--- src/reset_wake_pkg.sv ---
// Purpose : shared constants and types for the reset, sleep and boot control block
// Assumes : 16-bit control words and 16-bit register addresses
// Notes   : offsets, field positions, reset values and timing counts live here only
package reset_wake_pkg;

    // ------------------------------------------------------------
    // register addresses
    // ------------------------------------------------------------
    localparam logic [15:0] ADDR_RESET_ID    = 16'h0000;
    localparam logic [15:0] ADDR_MISC_PAD    = 16'h0C20;
    localparam logic [15:0] ADDR_PIN_FUNC    = 16'h0C30;
    localparam logic [15:0] ADDR_RAW_STATUS5 = 16'h0D23;
    localparam logic [15:0] ADDR_WSEQ_BASE   = 16'h3000;
    localparam int          WSEQ_DEPTH       = 32;
    localparam int          WSEQ_IDX_W       = 5;
    localparam logic [15:0] ADDR_WSEQ_END    = ADDR_WSEQ_BASE + 16'(WSEQ_DEPTH);

    // ------------------------------------------------------------
    // field positions and reset values
    // ------------------------------------------------------------
    localparam int          RESET_PIN_PULLDOWN_EN_BIT     = 0;
    localparam int          RESET_PIN_PULLUP_EN_BIT     = 1;
    localparam int          CORE_EN_PU_BIT   = 14;
    localparam int          CORE_EN_PD_BIT   = 15;
    localparam int          BOOT_STATUS_BIT  = 8;
    localparam logic [15:0] MISC_PAD_RESET   = 16'h8002;
    localparam logic [15:0] MISC_PAD_AON     = 16'hC003;
    localparam logic [15:0] MISC_PAD_USED    = 16'hC003;
    // gpio inputs with pull-down, mic pins analog, addr and regulator enable pulled down
    localparam logic [15:0] PIN_FUNC_RESET   = 16'hC3E0;
    // general_pin_5 direction and pull, regulator enable pull: kept through sleep
    localparam logic [15:0] PIN_FUNC_AON     = 16'h8210;
    // arbitrary neutral identity value
    localparam logic [15:0] DEVICE_ID_VALUE  = 16'h1234;

    // ------------------------------------------------------------
    // timing
    // ------------------------------------------------------------
    localparam int          CLK_PERIOD_NS    = 10;
    localparam int          BOOT_TIME_NS     = 1000;
    localparam int          BOOT_CYCLES      = (BOOT_TIME_NS + CLK_PERIOD_NS - 1) / CLK_PERIOD_NS;
    localparam int          BOOT_CNT_W       = 12;

    // ------------------------------------------------------------
    // types
    // ------------------------------------------------------------
    typedef struct packed {
        logic       core_en_pd;
        logic       addr_pd;
        logic [3:0] dmic_sel;
        logic [4:0] gpio_pd;
        logic [4:0] gpio_dir;
    } pad_cfg_t;

    typedef struct packed {
        logic        wr;
        logic        rd;
        logic [15:0] addr;
        logic [15:0] wdata;
    } reg_req_t;

    typedef enum logic [1:0] {
        BOOT_HOLD,
        BOOT_RUN,
        BOOT_DONE
    } boot_state_t;

endpackage

--- src/wseq_store.sv ---
// Purpose : write sequencer memory that only power-on reset clears
// Assumes : one write port, one combinational read port
// Notes   : the caller gates writes; this store never sees the soft or pin reset
`timescale 1ns/1ps
`default_nettype none
module wseq_store #(
    parameter int DEPTH = reset_wake_pkg::WSEQ_DEPTH,
    parameter int IDX_W = reset_wake_pkg::WSEQ_IDX_W
) (
    input  wire logic             mclk_in,
    input  wire logic             rst_n_in,
    input  wire logic             wr_in,
    input  wire logic [IDX_W-1:0] wr_idx_in,
    input  wire logic [15:0]      wdata_in,
    input  wire logic [IDX_W-1:0] rd_idx_in,
    output logic      [15:0]      rdata_out
);

    logic [15:0] mem_reg [DEPTH];

    // ------------------------------------------------------------
    // storage, cleared by power-on reset alone
    // ------------------------------------------------------------
    always_ff @(posedge mclk_in)
    begin
        if (!rst_n_in)
        begin
            for (int i = 0; i < DEPTH; i++)
            begin
                mem_reg[i] <= 16'h0000;
            end
        end
        else if (wr_in)
        begin
            mem_reg[wr_idx_in] <= wdata_in;
        end
    end

    assign rdata_out = mem_reg[rd_idx_in];

endmodule // wseq_store
`default_nettype wire

--- src/reset_wake_boot_control.sv ---
// Purpose : reset, sleep, wake-up and boot control with reset-default pad state
// Assumes : rst_n_in is power-on reset; supply flags and reset pin are asynchronous pins
// Notes   : host requests come from the control interface decoder on the same clock
//
// Operation
// - sleep when analog, io present, core low
// - sleep holds core registers, always-on ones survive
// - resets restore power-on pin defaults
// - wake keeps always-on pin configuration
// - boot or wake sequence may override defaults
// - gpio, addr, regulator enable pulled-down inputs
// - reset pin input with pull-up
// - shared mic pins default to analog
// - low reset pin causes hardware reset
// - hardware reset keeps sequencer memory
// - pull-up bit1 default 1, pull-down bit0 0
// - both pulls set gives bus keeper
// - any host write to address zero after boot resets
// - software reset keeps sequencer memory
// - wake acts as software reset, always-on kept
// - sequencer memory cleared only by power-on
// - boot sequence runs after every reset
// - boot flag low in reset, set after boot
// - boot flag feeds interrupt and gpio
// - boot flag is raw status bit 8
// - address zero reads identity code
`timescale 1ns/1ps
`default_nettype none
module reset_wake_boot_control #(
    parameter int BOOT_CYCLES = reset_wake_pkg::BOOT_CYCLES
) (
    input  wire logic                      mclk_in,
    input  wire logic                      rst_n_in,
    input  wire reset_wake_pkg::reg_req_t  host_req_in,
    input  wire reset_wake_pkg::reg_req_t  seq_req_in,
    output logic [15:0]                    reg_rdata_out,
    output logic                           reg_ack_out,
    output logic                           reg_err_out,
    input  wire logic                      reset_pin_n_in,
    input  wire logic                      analog_supply_ok_in,
    input  wire logic                      io_supply_one_ok_in,
    input  wire logic                      core_supply_ok_in,
    output logic                           reset_pin_pullup_en_out,
    output logic                           reset_pin_pulldown_en_out,
    output logic                           reset_keeper_oe_out,
    output logic                           reset_keeper_level_out,
    output logic                           core_regulator_enable_pin_pu_out,
    output reset_wake_pkg::pad_cfg_t       pad_cfg_out,
    output logic [5:0]                     fixed_out_oe_out,
    output logic                           sleep_out,
    output logic                           boot_complete_flag_out,
    output logic                           boot_event_out,
    output logic                           boot_gpio_out
);

    // ------------------------------------------------------------
    // declarations
    // ------------------------------------------------------------
    logic [3:0]                  sync1_reg;
    logic [3:0]                  sync2_reg;
    logic                        pin_lvl;
    logic                        hw_rst;
    logic                        sleep;
    logic                        soft_rst_reg;
    logic                        aon_rst;
    logic                        core_rst;
    reset_wake_pkg::boot_state_t boot_state_reg;
    logic [reset_wake_pkg::BOOT_CNT_W-1:0] boot_cnt_reg;
    logic                        boot_done;
    logic                        boot_done_d_reg;
    logic                        host_wr_ok;
    logic                        seq_wr_ok;
    reset_wake_pkg::reg_req_t    wr_src;
    logic                        wr_en;
    logic [15:0]                 misc_pad_reg;
    logic [15:0]                 pin_func_reg;
    logic [15:0]                 seq_rdata;
    logic [15:0]                 rdata_next;
    logic                        mapped;
    logic [15:0]                 rdata_reg;
    logic                        ack_reg;
    logic                        err_reg;

    function automatic logic is_seq(input logic [15:0] a);
        is_seq = (a >= reset_wake_pkg::ADDR_WSEQ_BASE) && (a < reset_wake_pkg::ADDR_WSEQ_END);
    endfunction

    function automatic logic [15:0] keep_aon(input logic [15:0] cur, input logic [15:0] def,
                                             input logic [15:0] mask);
        keep_aon = (cur & mask) | (def & ~mask);
    endfunction

    // ------------------------------------------------------------
    // pin synchronisers
    // ------------------------------------------------------------
    always_ff @(posedge mclk_in)
    begin
        if (!rst_n_in)
        begin
            sync1_reg <= 4'h1;
            sync2_reg <= 4'h1;
        end
        else
        begin
            sync1_reg <= {core_supply_ok_in, io_supply_one_ok_in, analog_supply_ok_in, reset_pin_n_in};
            sync2_reg <= sync1_reg;
        end
    end

    assign pin_lvl  = sync2_reg[0];
    assign hw_rst   = !pin_lvl;
    assign sleep    = sync2_reg[1] && sync2_reg[2] && !sync2_reg[3];
    assign aon_rst  = hw_rst || soft_rst_reg;
    assign core_rst = aon_rst || sleep;

    // ------------------------------------------------------------
    // software reset strobe
    // ------------------------------------------------------------
    assign host_wr_ok = host_req_in.wr && boot_done && !core_rst;
    assign seq_wr_ok  = seq_req_in.wr && (boot_state_reg == reset_wake_pkg::BOOT_RUN) && !core_rst;

    always_ff @(posedge mclk_in)
    begin
        if (!rst_n_in)
        begin
            soft_rst_reg <= 1'b0;
        end
        else
        begin
            soft_rst_reg <= host_wr_ok && (host_req_in.addr == reset_wake_pkg::ADDR_RESET_ID);
        end
    end

    // ------------------------------------------------------------
    // boot sequence
    // ------------------------------------------------------------
    always_ff @(posedge mclk_in)
    begin
        if (!rst_n_in || core_rst)
        begin
            boot_state_reg <= reset_wake_pkg::BOOT_HOLD;
            boot_cnt_reg   <= '0;
        end
        else
        begin
            unique case (boot_state_reg)
                reset_wake_pkg::BOOT_HOLD:
                begin
                    boot_state_reg <= reset_wake_pkg::BOOT_RUN;
                    boot_cnt_reg   <= '0;
                end
                reset_wake_pkg::BOOT_RUN:
                begin
                    if (boot_cnt_reg == reset_wake_pkg::BOOT_CNT_W'(BOOT_CYCLES - 1))
                    begin
                        boot_state_reg <= reset_wake_pkg::BOOT_DONE;
                    end
                    else
                    begin
                        boot_cnt_reg <= boot_cnt_reg + 1'b1;
                    end
                end
                reset_wake_pkg::BOOT_DONE:
                begin
                    boot_state_reg <= reset_wake_pkg::BOOT_DONE;
                end
            endcase
        end
    end

    assign boot_done = (boot_state_reg == reset_wake_pkg::BOOT_DONE);

    always_ff @(posedge mclk_in)
    begin
        if (!rst_n_in)
        begin
            boot_done_d_reg <= 1'b0;
        end
        else
        begin
            boot_done_d_reg <= boot_done;
        end
    end

    // flag drops with the internal reset itself, not one edge later when the state clears
    assign boot_complete_flag_out = boot_done && !core_rst;
    assign boot_event_out         = boot_done && !boot_done_d_reg;
    assign boot_gpio_out          = boot_complete_flag_out;

    // ------------------------------------------------------------
    // pad control registers
    // ------------------------------------------------------------
    assign wr_src = seq_wr_ok ? seq_req_in : host_req_in;
    assign wr_en  = seq_wr_ok || host_wr_ok;

    always_ff @(posedge mclk_in)
    begin
        if (!rst_n_in || aon_rst)
        begin
            misc_pad_reg <= reset_wake_pkg::MISC_PAD_RESET;
        end
        else if (wr_en && (wr_src.addr == reset_wake_pkg::ADDR_MISC_PAD))
        begin
            misc_pad_reg <= wr_src.wdata & reset_wake_pkg::MISC_PAD_USED;
        end
    end

    always_ff @(posedge mclk_in)
    begin
        if (!rst_n_in || aon_rst)
        begin
            pin_func_reg <= reset_wake_pkg::PIN_FUNC_RESET;
        end
        else if (sleep)
        begin
            // wake restarts from defaults except the always-on pins
            pin_func_reg <= keep_aon(pin_func_reg, reset_wake_pkg::PIN_FUNC_RESET,
                                     reset_wake_pkg::PIN_FUNC_AON);
        end
        else if (wr_en && (wr_src.addr == reset_wake_pkg::ADDR_PIN_FUNC))
        begin
            pin_func_reg <= wr_src.wdata;
        end
    end

    assign pad_cfg_out                      = reset_wake_pkg::pad_cfg_t'(pin_func_reg);
    assign reset_pin_pullup_en_out          = misc_pad_reg[reset_wake_pkg::RESET_PIN_PULLUP_EN_BIT];
    assign reset_pin_pulldown_en_out        = misc_pad_reg[reset_wake_pkg::RESET_PIN_PULLDOWN_EN_BIT];
    assign core_regulator_enable_pin_pu_out = misc_pad_reg[reset_wake_pkg::CORE_EN_PU_BIT];
    // both pulls on: hold the last sampled level on the pin
    assign reset_keeper_oe_out    = reset_pin_pullup_en_out && reset_pin_pulldown_en_out;
    assign reset_keeper_level_out = pin_lvl;
    // transmit data x3, speaker clock, speaker data, interrupt: outputs from reset
    assign fixed_out_oe_out       = 6'h3F;
    assign sleep_out              = sleep;

    // ------------------------------------------------------------
    // sequencer memory, untouched by pin, soft reset and sleep
    // ------------------------------------------------------------
    wseq_store #(
        .DEPTH (reset_wake_pkg::WSEQ_DEPTH),
        .IDX_W (reset_wake_pkg::WSEQ_IDX_W)
    ) u_wseq_store (
        .mclk_in   (mclk_in),
        .rst_n_in  (rst_n_in),
        .wr_in     (host_wr_ok && is_seq(host_req_in.addr)),
        .wr_idx_in (host_req_in.addr[reset_wake_pkg::WSEQ_IDX_W-1:0]),
        .wdata_in  (host_req_in.wdata),
        .rd_idx_in (host_req_in.addr[reset_wake_pkg::WSEQ_IDX_W-1:0]),
        .rdata_out (seq_rdata)
    );

    // ------------------------------------------------------------
    // register read and answer
    // ------------------------------------------------------------
    always_comb
    begin
        rdata_next = 16'h0000;
        mapped     = 1'b1;
        if (host_req_in.addr == reset_wake_pkg::ADDR_RESET_ID)
        begin
            rdata_next = reset_wake_pkg::DEVICE_ID_VALUE;
        end
        else if (host_req_in.addr == reset_wake_pkg::ADDR_MISC_PAD)
        begin
            rdata_next = misc_pad_reg;
        end
        else if (host_req_in.addr == reset_wake_pkg::ADDR_PIN_FUNC)
        begin
            rdata_next = pin_func_reg;
        end
        else if (host_req_in.addr == reset_wake_pkg::ADDR_RAW_STATUS5)
        begin
            rdata_next[reset_wake_pkg::BOOT_STATUS_BIT] = boot_complete_flag_out;
        end
        else if (is_seq(host_req_in.addr))
        begin
            rdata_next = seq_rdata;
        end
        else
        begin
            mapped = 1'b0;
        end
    end

    always_ff @(posedge mclk_in)
    begin
        if (!rst_n_in)
        begin
            ack_reg   <= 1'b0;
            err_reg   <= 1'b0;
            rdata_reg <= 16'h0000;
        end
        else
        begin
            ack_reg   <= host_req_in.wr || host_req_in.rd;
            // status register is read-only; early writes refused
            err_reg   <= (host_req_in.wr && (!host_wr_ok ||
                          host_req_in.addr == reset_wake_pkg::ADDR_RAW_STATUS5)) ||
                         ((host_req_in.wr || host_req_in.rd) && !mapped);
            rdata_reg <= host_req_in.rd ? rdata_next : 16'h0000;
        end
    end

    assign reg_ack_out   = ack_reg;
    assign reg_err_out   = err_reg;
    assign reg_rdata_out = rdata_reg;
endmodule // reset_wake_boot_control
`default_nettype wire

--- config.mk ---
export PLATFORM = sky130hd
export DESIGN_NAME = reset_wake_boot_control
export DESIGN_NICKNAME = d
export VERILOG_FILES = /design/src/reset_wake_pkg.sv /design/src/wseq_store.sv /design/src/reset_wake_boot_control.sv
export SDC_FILE = /design/constraint.sdc
export NUM_CORES = 1
export LEC_CHECK = 0
export BUFFER_PORTS_ARGS = -buffer_cell sky130_fd_sc_hd__buf_2
export CORE_ASPECT_RATIO = 1.75
export CORE_UTILIZATION = 62
export DETAILED_ROUTE_END_ITERATION = 7
export PLACE_DENSITY_LB_ADDON = 0.3
export SETUP_SLACK_MARGIN = 0.5
export SYNTH_ARGS = -nofsm -noshare
export SYNTH_HDL_FRONTEND = slang
export SYNTH_SLANG_ARGS = --single-unit
--- constraint.sdc ---
create_clock -name mclk_in -period 4.12 [get_ports mclk_in]
set_input_delay 0 -clock mclk_in [delete_from_list [all_inputs] [get_ports mclk_in]]
set_output_delay 0 -clock mclk_in [all_outputs]
set_load 0.005 [all_outputs]
==> results of run 1 <==
==> path summary, 6_finish.rpt <==
path	from	end	slack (ns)
worst max-delay path	sync2_reg[0]	u_wseq_store.mem_reg[14][10]	1.10
worst min-delay path	host_req_in[24]	reg_rdata_out[8]	0.05
worst max register to register	sync2_reg[0]	u_wseq_store.mem_reg[14][10]	1.10
worst min register to register	sync1_reg[3]	sync2_reg[3]	0.44
==> worst max-delay path: stages (launching register included) <==
cell	delay [ns]
dfxtp_1	0.33
nor2b_1	0.43
nand3_1	0.25
or3_1	0.48
nor2_1	0.14
and3b_1	0.53
nand2b_1	0.28
buf_4	0.26
==> logic make-up (layout without fill, tap and decap cells) <==
logic type      count (synthesis)  count (layout)
xor+xnor                        4               4
fa+ha+maj                       4               4
simple gates                  758             758
compound gates                189             189
buf+inv                       171             338
flops                         574             574
mux                           198             198
other cells                     1               6
==> Yosys cell counts (22+ instances only) <==
| library cell | n | area, um^2 |
|---|---|---|
| clkbuf_1 | 103 | 387 |
| nor2_1 | 70 | 263 |
| o21ai_0 | 43 | 215 |
| nor3_1 | 22 | 110 |
| nand2_1 | 36 | 135 |
| mux4_2 | 84 | 1890 |
| mux2i_1 | 110 | 1100 |
| buf_2 | 32 | 160 |
| edfxtp_1 | 512 | 15400 |
| dfxtp_1 | 62 | 1240 |
| and2_1 | 524 | 3280 |
| a22oi_1 | 28 | 210 |
| a21oi_1 | 26 | 130 |
==> per-layer routing <==
layer  GRT usage [%]  vias up  wire length, um
li1                -     7227                -
met1            40.9     8347            24200
met5               0        -                8
met4            25.7        2             6200
met3            4.96      246             6110
met2            57.6      948            36700
==> placed cells by master (no fill, tap or decap), types with 6 or more instances in the layout <==
cell,Yosys,routed
o22ai_1,21,21
edfxtp_1,512,512
nor2_4,6,6
nor4_1,6,6
mux2i_1,110,110
dlygate4sd3_1,0,30
a22oi_1,28,28
conb_1,1,6
and2_1,524,524
o21ai_0,43,14
o2111ai_1,6,6
and3_1,7,7
inv_1,8,9
nand2b_1,12,12
or3_1,10,10
nand2_1,36,36
nor2_1,70,70
a21oi_1,26,26
a32oi_1,7,7
a211oi_1,14,14
mux4_2,84,84
buf_4,14,88
nor2b_1,9,9
o21ai_1,1,30
buf_2,32,113
a221oi_1,12,12
clkinv_2,0,12
a22o_1,6,6
nand3_1,13,13
clkbuf_16,0,50
dfxtp_1,62,62
bufinv_16,0,8
nand4_1,10,10
nor3_1,22,22
==> area by class of cell <==
| cell class | count | share of cell area [%] |
|---|---|---|
| inverters | 8 | 0.101 |
| clock inverters | 36 | 1.39 |
| well taps | 555 | 2.34 |
| repair buffers | 236 | 5.43 |
| clock buffers | 58 | 4.45 |
| flip-flops and latches | 574 | 56.0 |
| multi-input cells | 1159 | 30.3 |
==> repair_timing <==
action                    4_1_cts  5_1_grt
resized for setup               0        0
hold endpoints to repair       29        0
hold buffers                   30        0
==> power breakdown <==
part           internal (mW)  switching, mW
clock                   2.82           2.16
combinational          0.384          0.730
sequential              6.50         0.0622
==> metrics, run 1 <==
reg2reg path depth=7; Post-Synth Simple-Gate Area=17.4%; Clock transition at path regs=about 0.06 ns; sink count of the clock tree=roughly 570; initial drt markers=between 1,500 and 2,000; mux contribution to synthesized area=between 10% and 20%; Hold Crit Class=primary input to flop; Slew Limit Headroom=approximately 24%; Reg area=~17,000 um^2; CP endpoint kind=flop; Max IR drop VDD=around 350 uV; asr flop ratio synth=0%; Post-Place Cell Area=roughly 28,000 um^2; max-cap viol count=0; Final Hold Vio Count=0; post-route cell area=~30,000 um^2; core area=~42,000 um^2; Multi-input gate area=around 9000 um^2; Compound-Gate Fraction of Synth Area=roughly 4.8%; die span in y=~270 um; row count=99; Final setup viols=0; largest family of logic cells by synthesized area=simple AND/OR/NAND/NOR gates; mean post-synth cell area=13.9 um^2; Slew Limit Fails=0; fillers=2,814; Final Worst Setup Slack=~1.1 ns; GRT Residual Overflow=0; Clock Latency Late Sink=0.60 ns; Synth Area in Adders=less than 1%; Mapped Area=26,400 um^2; # DRC=0; Antenna Nets Post-Route=0; total power=between 10 and 15 mW; Setup Buffers After CTS=0; period utilization=about three quarters; initial core utilization=a little over three fifths; DR pass1 iterations=6; Req. time, crit path=approximately 4.4 ns; clock skew=0.0317 ns; clock root buffer=clkbuf_16; routed length per instance=roughly 28 um; Antenna Cells=0; Leakage=approximately 11 nW; first-pass GRT wire length=106,000 um; Seq cells post-synth=574; total track usage=between 30 and 40%; fin util=70.9%; largest net degree at the start of global routing=82; xor/xnor cell area share of the yosys netlist=less than 1%; Crit Path Max Fanout=17; P per Cell Area=roughly 430 nW/um^2; H-tree Lvls=2; DR vias=approximately 17,000; DP Worst Slack=1.21 ns; Achievable Freq=approximately 330 MHz; IO Port Bufs=115; CP Class=flop to flop; pin slew with the least headroom to its limit=approximately 1.1 ns; Via-to-Cell Ratio=6.39; RSZ-0062 raised after global routing=no; critical path data arrival time=about 3.3 ns; Setup TNS=0 ns; status=completed; Layout area overhead=12.6%; hold path depth=5; Ys Warns=0; synth unique cells=67; Tmin final=3.02 ns; Worst Setup Start Kind=flop; Die W=about 160 um; hold slack final=about 0.047 ns; vias in the first global route=between 15,000 and 20,000; EDFF count, synth=between 500 and 600; Nets=2,107; DRT Wirelength=73,200 um; Seq/Total Area, Yosys=about 63%; Finished Layout Cells=roughly 2,600; layout cell share with drive strength beyond 1=a little under a fifth; max FFs per register=slightly above 500; antenna violations before repair=3; GPL Wtd Cong=1.03; dpl cells=about 2,500; Cells after Synth=between 1,500 and 2,000; DIE AREA=~43,000 um^2; Num CTS Buffers=50; Main synth FF type=edfxtp_1; CTS tree=done; clock buffer depth=3; I/O pin cnt=roughly 120; DP HPWL=slightly below 50,000 um
(Power assumes the default switching activity.)
==> run 2, diff against run 1 <==
Clock period 4.12 ns to 2.95 ns, I/O delays scaled along.
==> metrics, run 2 (synthesis results as in run 1) <==
vias in the first global route=about 17,000; I/O pin cnt=123; DP HPWL=49,600 um; Max IR drop VDD=about 560 uV; hold path depth=6; reg2reg path depth=7; Antenna Nets Post-Route=0; Final setup viols=0; # DRC=0; layout cell share with drive strength beyond 1=between 20% and 30%; P per Cell Area=~570 nW/um^2; Achievable Freq=roughly 400 MHz; r2r setup slk=0.49 ns; row count=99; CP Class=flop to flop; sink count of the clock tree=roughly 570; die span in y=between 200 and 300 um; Worst Setup Start Kind=flop; GRT Residual Overflow=0; CP max stage delay=0.46 ns; routed length per instance=approximately 28 um; Slew Limit Fails=0; dpl cells=about 2,500; initial drt markers=1,785; Nets=~2,200; RSZ-0062 raised after global routing=yes; worst path cell trace=nand3b_1 -> nand3_4 -> or3_4 -> or3_4 -> buf_16 -> o21ai_4 -> clkbuf_16; commonest non-fill, non-tap cells in the layout=and2_1 (524), edfxtp_1 (512), buf_2 (113), buf_4 (113), mux2i_1 (110); Clock Power Share=37.5%; Crit Path Max Fanout=7; pin slew with the least headroom to its limit=1.11 ns; Hold Crit Class=primary input to flop; NetSw=around 4.1 mW; Die W=158 um; max-cap viol count=0; antenna violations before repair=2; max FFs per register=512; most common cell after layout, fill and taps aside=and2_1; Finished Layout Cells=about 2,700; critical path data arrival time=between 2 and 3 ns; DRT Wirelength=around 76,000 um; Req. time, crit path=~3.3 ns; largest net degree at the start of global routing=between 40 and 50; Comb pwr share=under 10%; period utilization=between 80% and 90%; Clock transition at path regs=around 0.070 ns; Setup TNS=0 ns; initial core utilization=63.0%; Via-to-Cell Ratio=6.41; Layout area overhead=15.0%; P_int=roughly 13 mW; clock buffer depth=3; Slew Limit Headroom=~25%; GPL Wtd Cong=between 1 and 1.5; total track usage=roughly 36%; register share of total power=52.8%; DIE AREA=43,400 um^2; H-tree Lvls=2; Clock Latency Late Sink=~0.60 ns; clock root buffer=clkbuf_16; CTS tree=done; core area=between 40,000 and 50,000 um^2; Final Hold Vio Count=0; Most common cell on crit path=or3_4; CP endpoint kind=flop; DR pass1 iterations=5; first-pass GRT wire length=roughly 110,000 um; switch share=a little under a quarter; fillers=roughly 2,700; Leakage=around 12 nW; Num CTS Buffers=50; DR vias=17,118; clock skew=roughly 0.026 ns; status=completed; Tmin final=approximately 2.5 ns; Critical-path top delay cell=or3_4; IO Port Bufs=115
-- run 2: routing by layer --
layer | track usage [%] | up-vias | wire length (um)
met2 | 59.2 | 949 | 37900
met3 | 5.40 | 298 | 6450
met1 | 41.6 | 8541 | 24800
met4 | 26.6 | 2 | 6580
li1 | - | 7328 | -
met5 | 0 | - | 9
-- run 2: cell type report --
class / count / area [um^2] / share of cell area (%)
antenna: 3 / 7.51 / 0.0248
clock buffer: 59 / 1310 / 4.31
tap: 555 / 694 / 2.29
inverter: 8 / 30.0 / 0.0990
sequential: 574 / 16600 / 54.8
multi-input combinational: 1159 / 9160 / 30.2
timing repair buffer: 281 / 2220 / 7.33
clock inverter: 31 / 292 / 0.961
-- run 2: through the flow --
| stage | worst slack [ns] | area [um^2] | total power, mW | hold WS [ns] | util, % |
|---|---|---|---|---|---|
| floorplan | 0.376 | 26500 | 10.2 | 0.101 | - |
| global placement | 0.270 | 28000 | 10.8 | 0.199 | 67.0 |
| detailed placement | 0.244 | 28000 | 10.9 | 0.194 | 67.0 |
| CTS | 0.500 | 30000 | 17.3 | 0.0377 | 71.7 |
| global route | 0.426 | 30300 | 17.8 | 0.0752 | 72.4 |
| finish | 0.489 | 30300 | 17.4 | 0.0652 | 72.4 |
-- run 2: timing repair --
action / in CTS / in global routing
endpoints found under the hold margin: 28 / 0
hold buffers: 28 / 0
endpoints found under the setup margin: 346 / 354
setup buffers: 4 / 10
gates resized for setup: 10 / 18
pin swaps: 2 / 9
gates cloned: 1 / 2
-- run 2: path summary, 6_finish.rpt --
kind | startpoint | endpoint
setup / recovery | sync2_reg[3] | u_wseq_store.mem_reg[24][15]
hold / removal | host_req_in[25] | reg_rdata_out[12]
setup reg to reg | sync2_reg[3] | u_wseq_store.mem_reg[24][15]
hold reg to reg | sync1_reg[2] | sync2_reg[2]
-- run 2: worst max-delay path: cells and delay by family, from the launching register on --
kind | cells | cell delay, ns
buffers and inverters | 2 | 0.39
DFF | 1 | 0.30
AOI/OAI and AO/OA | 1 | 0.23
and+or+nand+nor | 4 | 1.27
-- run 2: power groups by stage --
stage	combinational (mW)	sequential (mW)	clock [mW]
after floorplan	0.923	9.31	0
after global placement	1.51	9.32	0
after detailed placement	1.55	9.34	0
after CTS	1.60	9.16	6.54
after global routing	1.75	9.19	6.82
final	1.68	9.17	6.52
==> run 3, diff against run 2 <==
Settings changed: CORE_UTILIZATION 62 to 56.
Clock period 2.95 ns to 2.2 ns, I/O delays scaled along.
==> metrics, run 3 (synthesis results as in run 1) <==
status=complete, but fails checks; failing checks=DRC, setup timing; largest net degree at the start of global routing=34; Num CTS Buffers=slightly above 50; R2R Path End=u_wseq_store.mem_reg[8][15]; vias in the first global route=about 18,000; Crit Path Max Fanout=16; hold path depth=6; FF-to-FF Start=sync2_reg[0]; Via-to-Cell Ratio=roughly 6.4; Worst Setup Start Kind=flop; Antenna Nets Post-Route=0; fillers=2,991; Slew Limit Fails=0; Critical-path top delay cell=or3_4; P_int=approximately 18 mW; initial drt markers=1,781; Die W=approximately 170 um; dpl cells=roughly 2,600; reg2reg path depth=9; max-cap viol count=0; Final Worst Setup Slack=-0.0891 ns; routed length per instance=29.6 um; CTS tree=done; Clock Latency Late Sink=just under 0.6 ns; DIE AREA=a little under 50,000 um^2; first-pass GRT wire length=roughly 120,000 um; Req. time, crit path=about 2.5 ns; core area=46,200 um^2; Setup TNS=-10.69 ns; commonest non-fill, non-tap cells in the layout=edfxtp_1 (512), and2_1 (498), buf_4 (151); Finished Layout Cells=around 2,800; max FFs per register=between 500 and 600; CP max stage delay=about 0.38 ns; register share of total power=approximately half; CP endpoint kind=flop; GRT Residual Overflow=0; Clock Power Share=a little under two fifths; period utilization=104%; worst hold endpoint=misc_pad_reg[0]; Worst path top cell family by delay=simple AND/OR/NAND/NOR gates; Post-Place Cell Area=29,600 um^2; clock buffer depth=3; total power=approximately 24 mW; most common cell after layout, fill and taps aside=edfxtp_1; worst hold path startpoint=seq_req_in[21]; row count=between 100 and 150; die span in y=289 um; clock skew=0.0109 ns; DR vias=17,940; post-route cell area=32,600 um^2; Final Hold Vio Count=0; antenna violations before repair=2; Final setup viols=roughly 380; # DRC=4; DRT Wirelength=83,500 um; IO Port Bufs=between 100 and 150; Leakage=12.6 nW; NetSw=5.69 mW; DP HPWL=55,100 um; r2r setup slk=-0.09 ns; Multi-input gate area=between 9000 and 10,000 um^2; Achievable Freq=437 MHz; Reg area=16,600 um^2; Max IR drop VDD=roughly 770 uV; RSZ-0062 raised after global routing=yes; Antenna Cells=0; clock root buffer=clkbuf_16; I/O pin cnt=~120; Nets=~2,300; pin slew with the least headroom to its limit=about 0.9 ns; Hold Crit Class=primary input to flop; critical path data arrival time=2.59 ns; worst path cell trace=nor2b_1 -> buf_4 -> nand3_4 -> or3_4 -> or3_4 -> buf_12 -> buf_16 -> o21ai_4 -> buf_12; switch share=a little under a quarter; Tmin final=approximately 2.3 ns; CP bufs+invs=4; initial core utilization=between 50 and 60%; DR pass1 iterations=8; Comb pwr share=a little over a tenth; GPL Wtd Cong=about 1.1; CP Class=flop to flop; H-tree Lvls=2; sink count of the clock tree=574; Clock transition at path regs=around 0.070 ns; total track usage=between 30 and 40%; Slew Limit Headroom=between 40 and 50%; layout cell share with drive strength beyond 1=between 20% and 30%; P per Cell Area=730 nW/um^2; Layout area overhead=23.5%
==> run 3: worst max path at each step <==
stage                                               to       startpoint  depth (start not counted)
after floorplan            u_wseq_store.mem_reg[12][0]     sync2_reg[0]                          8
after global routing       u_wseq_store.mem_reg[9][14]     sync2_reg[0]                         10
final                      u_wseq_store.mem_reg[8][15]     sync2_reg[0]                          9
after detailed placement              reg_rdata_out[8]  host_req_in[17]                          8
after CTS                 u_wseq_store.mem_reg[12][15]     sync2_reg[0]                          8
after global placement                reg_rdata_out[8]  host_req_in[17]                          8
==> run 3: per-stage QoR <==
stage / worst slack (ns) / util (%) / hold slack [ns]
floorplan: -0.188 / - / 0.101
global placement: -0.311 / 64.0 / 0.184
detailed placement: -0.334 / 64.0 / 0.188
CTS: -0.0383 / 69.1 / 0.000328
global route: -0.143 / 70.5 / 0.0347
finish: -0.0891 / 70.5 / 0.0333
==> run 3: worst reg2reg max path, cell delays in order, from the launching register on <==
cell	delay (ns)
dfxtp_2	0.33
nor2b_1	0.12
buf_4	0.13
nand3_4	0.06
or3_4	0.35
or3_4	0.38
buf_12	0.16
buf_16	0.16
o21ai_4	0.15
buf_12	0.17
==> run 3: power by group through the flow <==
| stage | clock network [mW] | registers [mW] | logic, mW |
|---|---|---|---|
| floorplan | 0 | 12.5 | 1.30 |
| global placement | 0 | 12.5 | 2.38 |
| detailed placement | 0 | 12.5 | 2.42 |
| CTS | 8.89 | 12.3 | 2.50 |
| global route | 9.23 | 12.3 | 2.74 |
| finish | 8.86 | 12.3 | 2.62 |
==> run 3: metal layers <==
| layer | vias up | share of wire, % | track usage, % |
|---|---|---|---|
| li1 | 7581 | - | - |
| met1 | 9036 | 32 | 37.7 |
| met2 | 1015 | 52 | 60.1 |
| met3 | 304 | 7.9 | 6.00 |
| met4 | 4 | 7.8 | 23.4 |
| met5 | - | 0.028 | 0 |
==> run 3: layout make-up <==
type / count / share of cell area, %
Sequential cell: 574 / 51.0
Multi-Input combinational cell: 1162 / 29.9
Timing Repair Buffer: 399 / 11.7
Clock buffer: 70 / 4.46
Tap cell: 583 / 2.24
Clock inverter: 26 / 0.572
Inverter: 8 / 0.0922
==> run 3: what timing repair did <==
item | CTS | global route
cloned | 7 | 11
endpoints found under the hold margin | 41 | 0
setup endpoints to repair | 1073 | 1077
hold buffers | 32 | 0
gates resized for setup | 27 | 102
buffers inserted | 13 | 14
pin swaps | 15 | 27
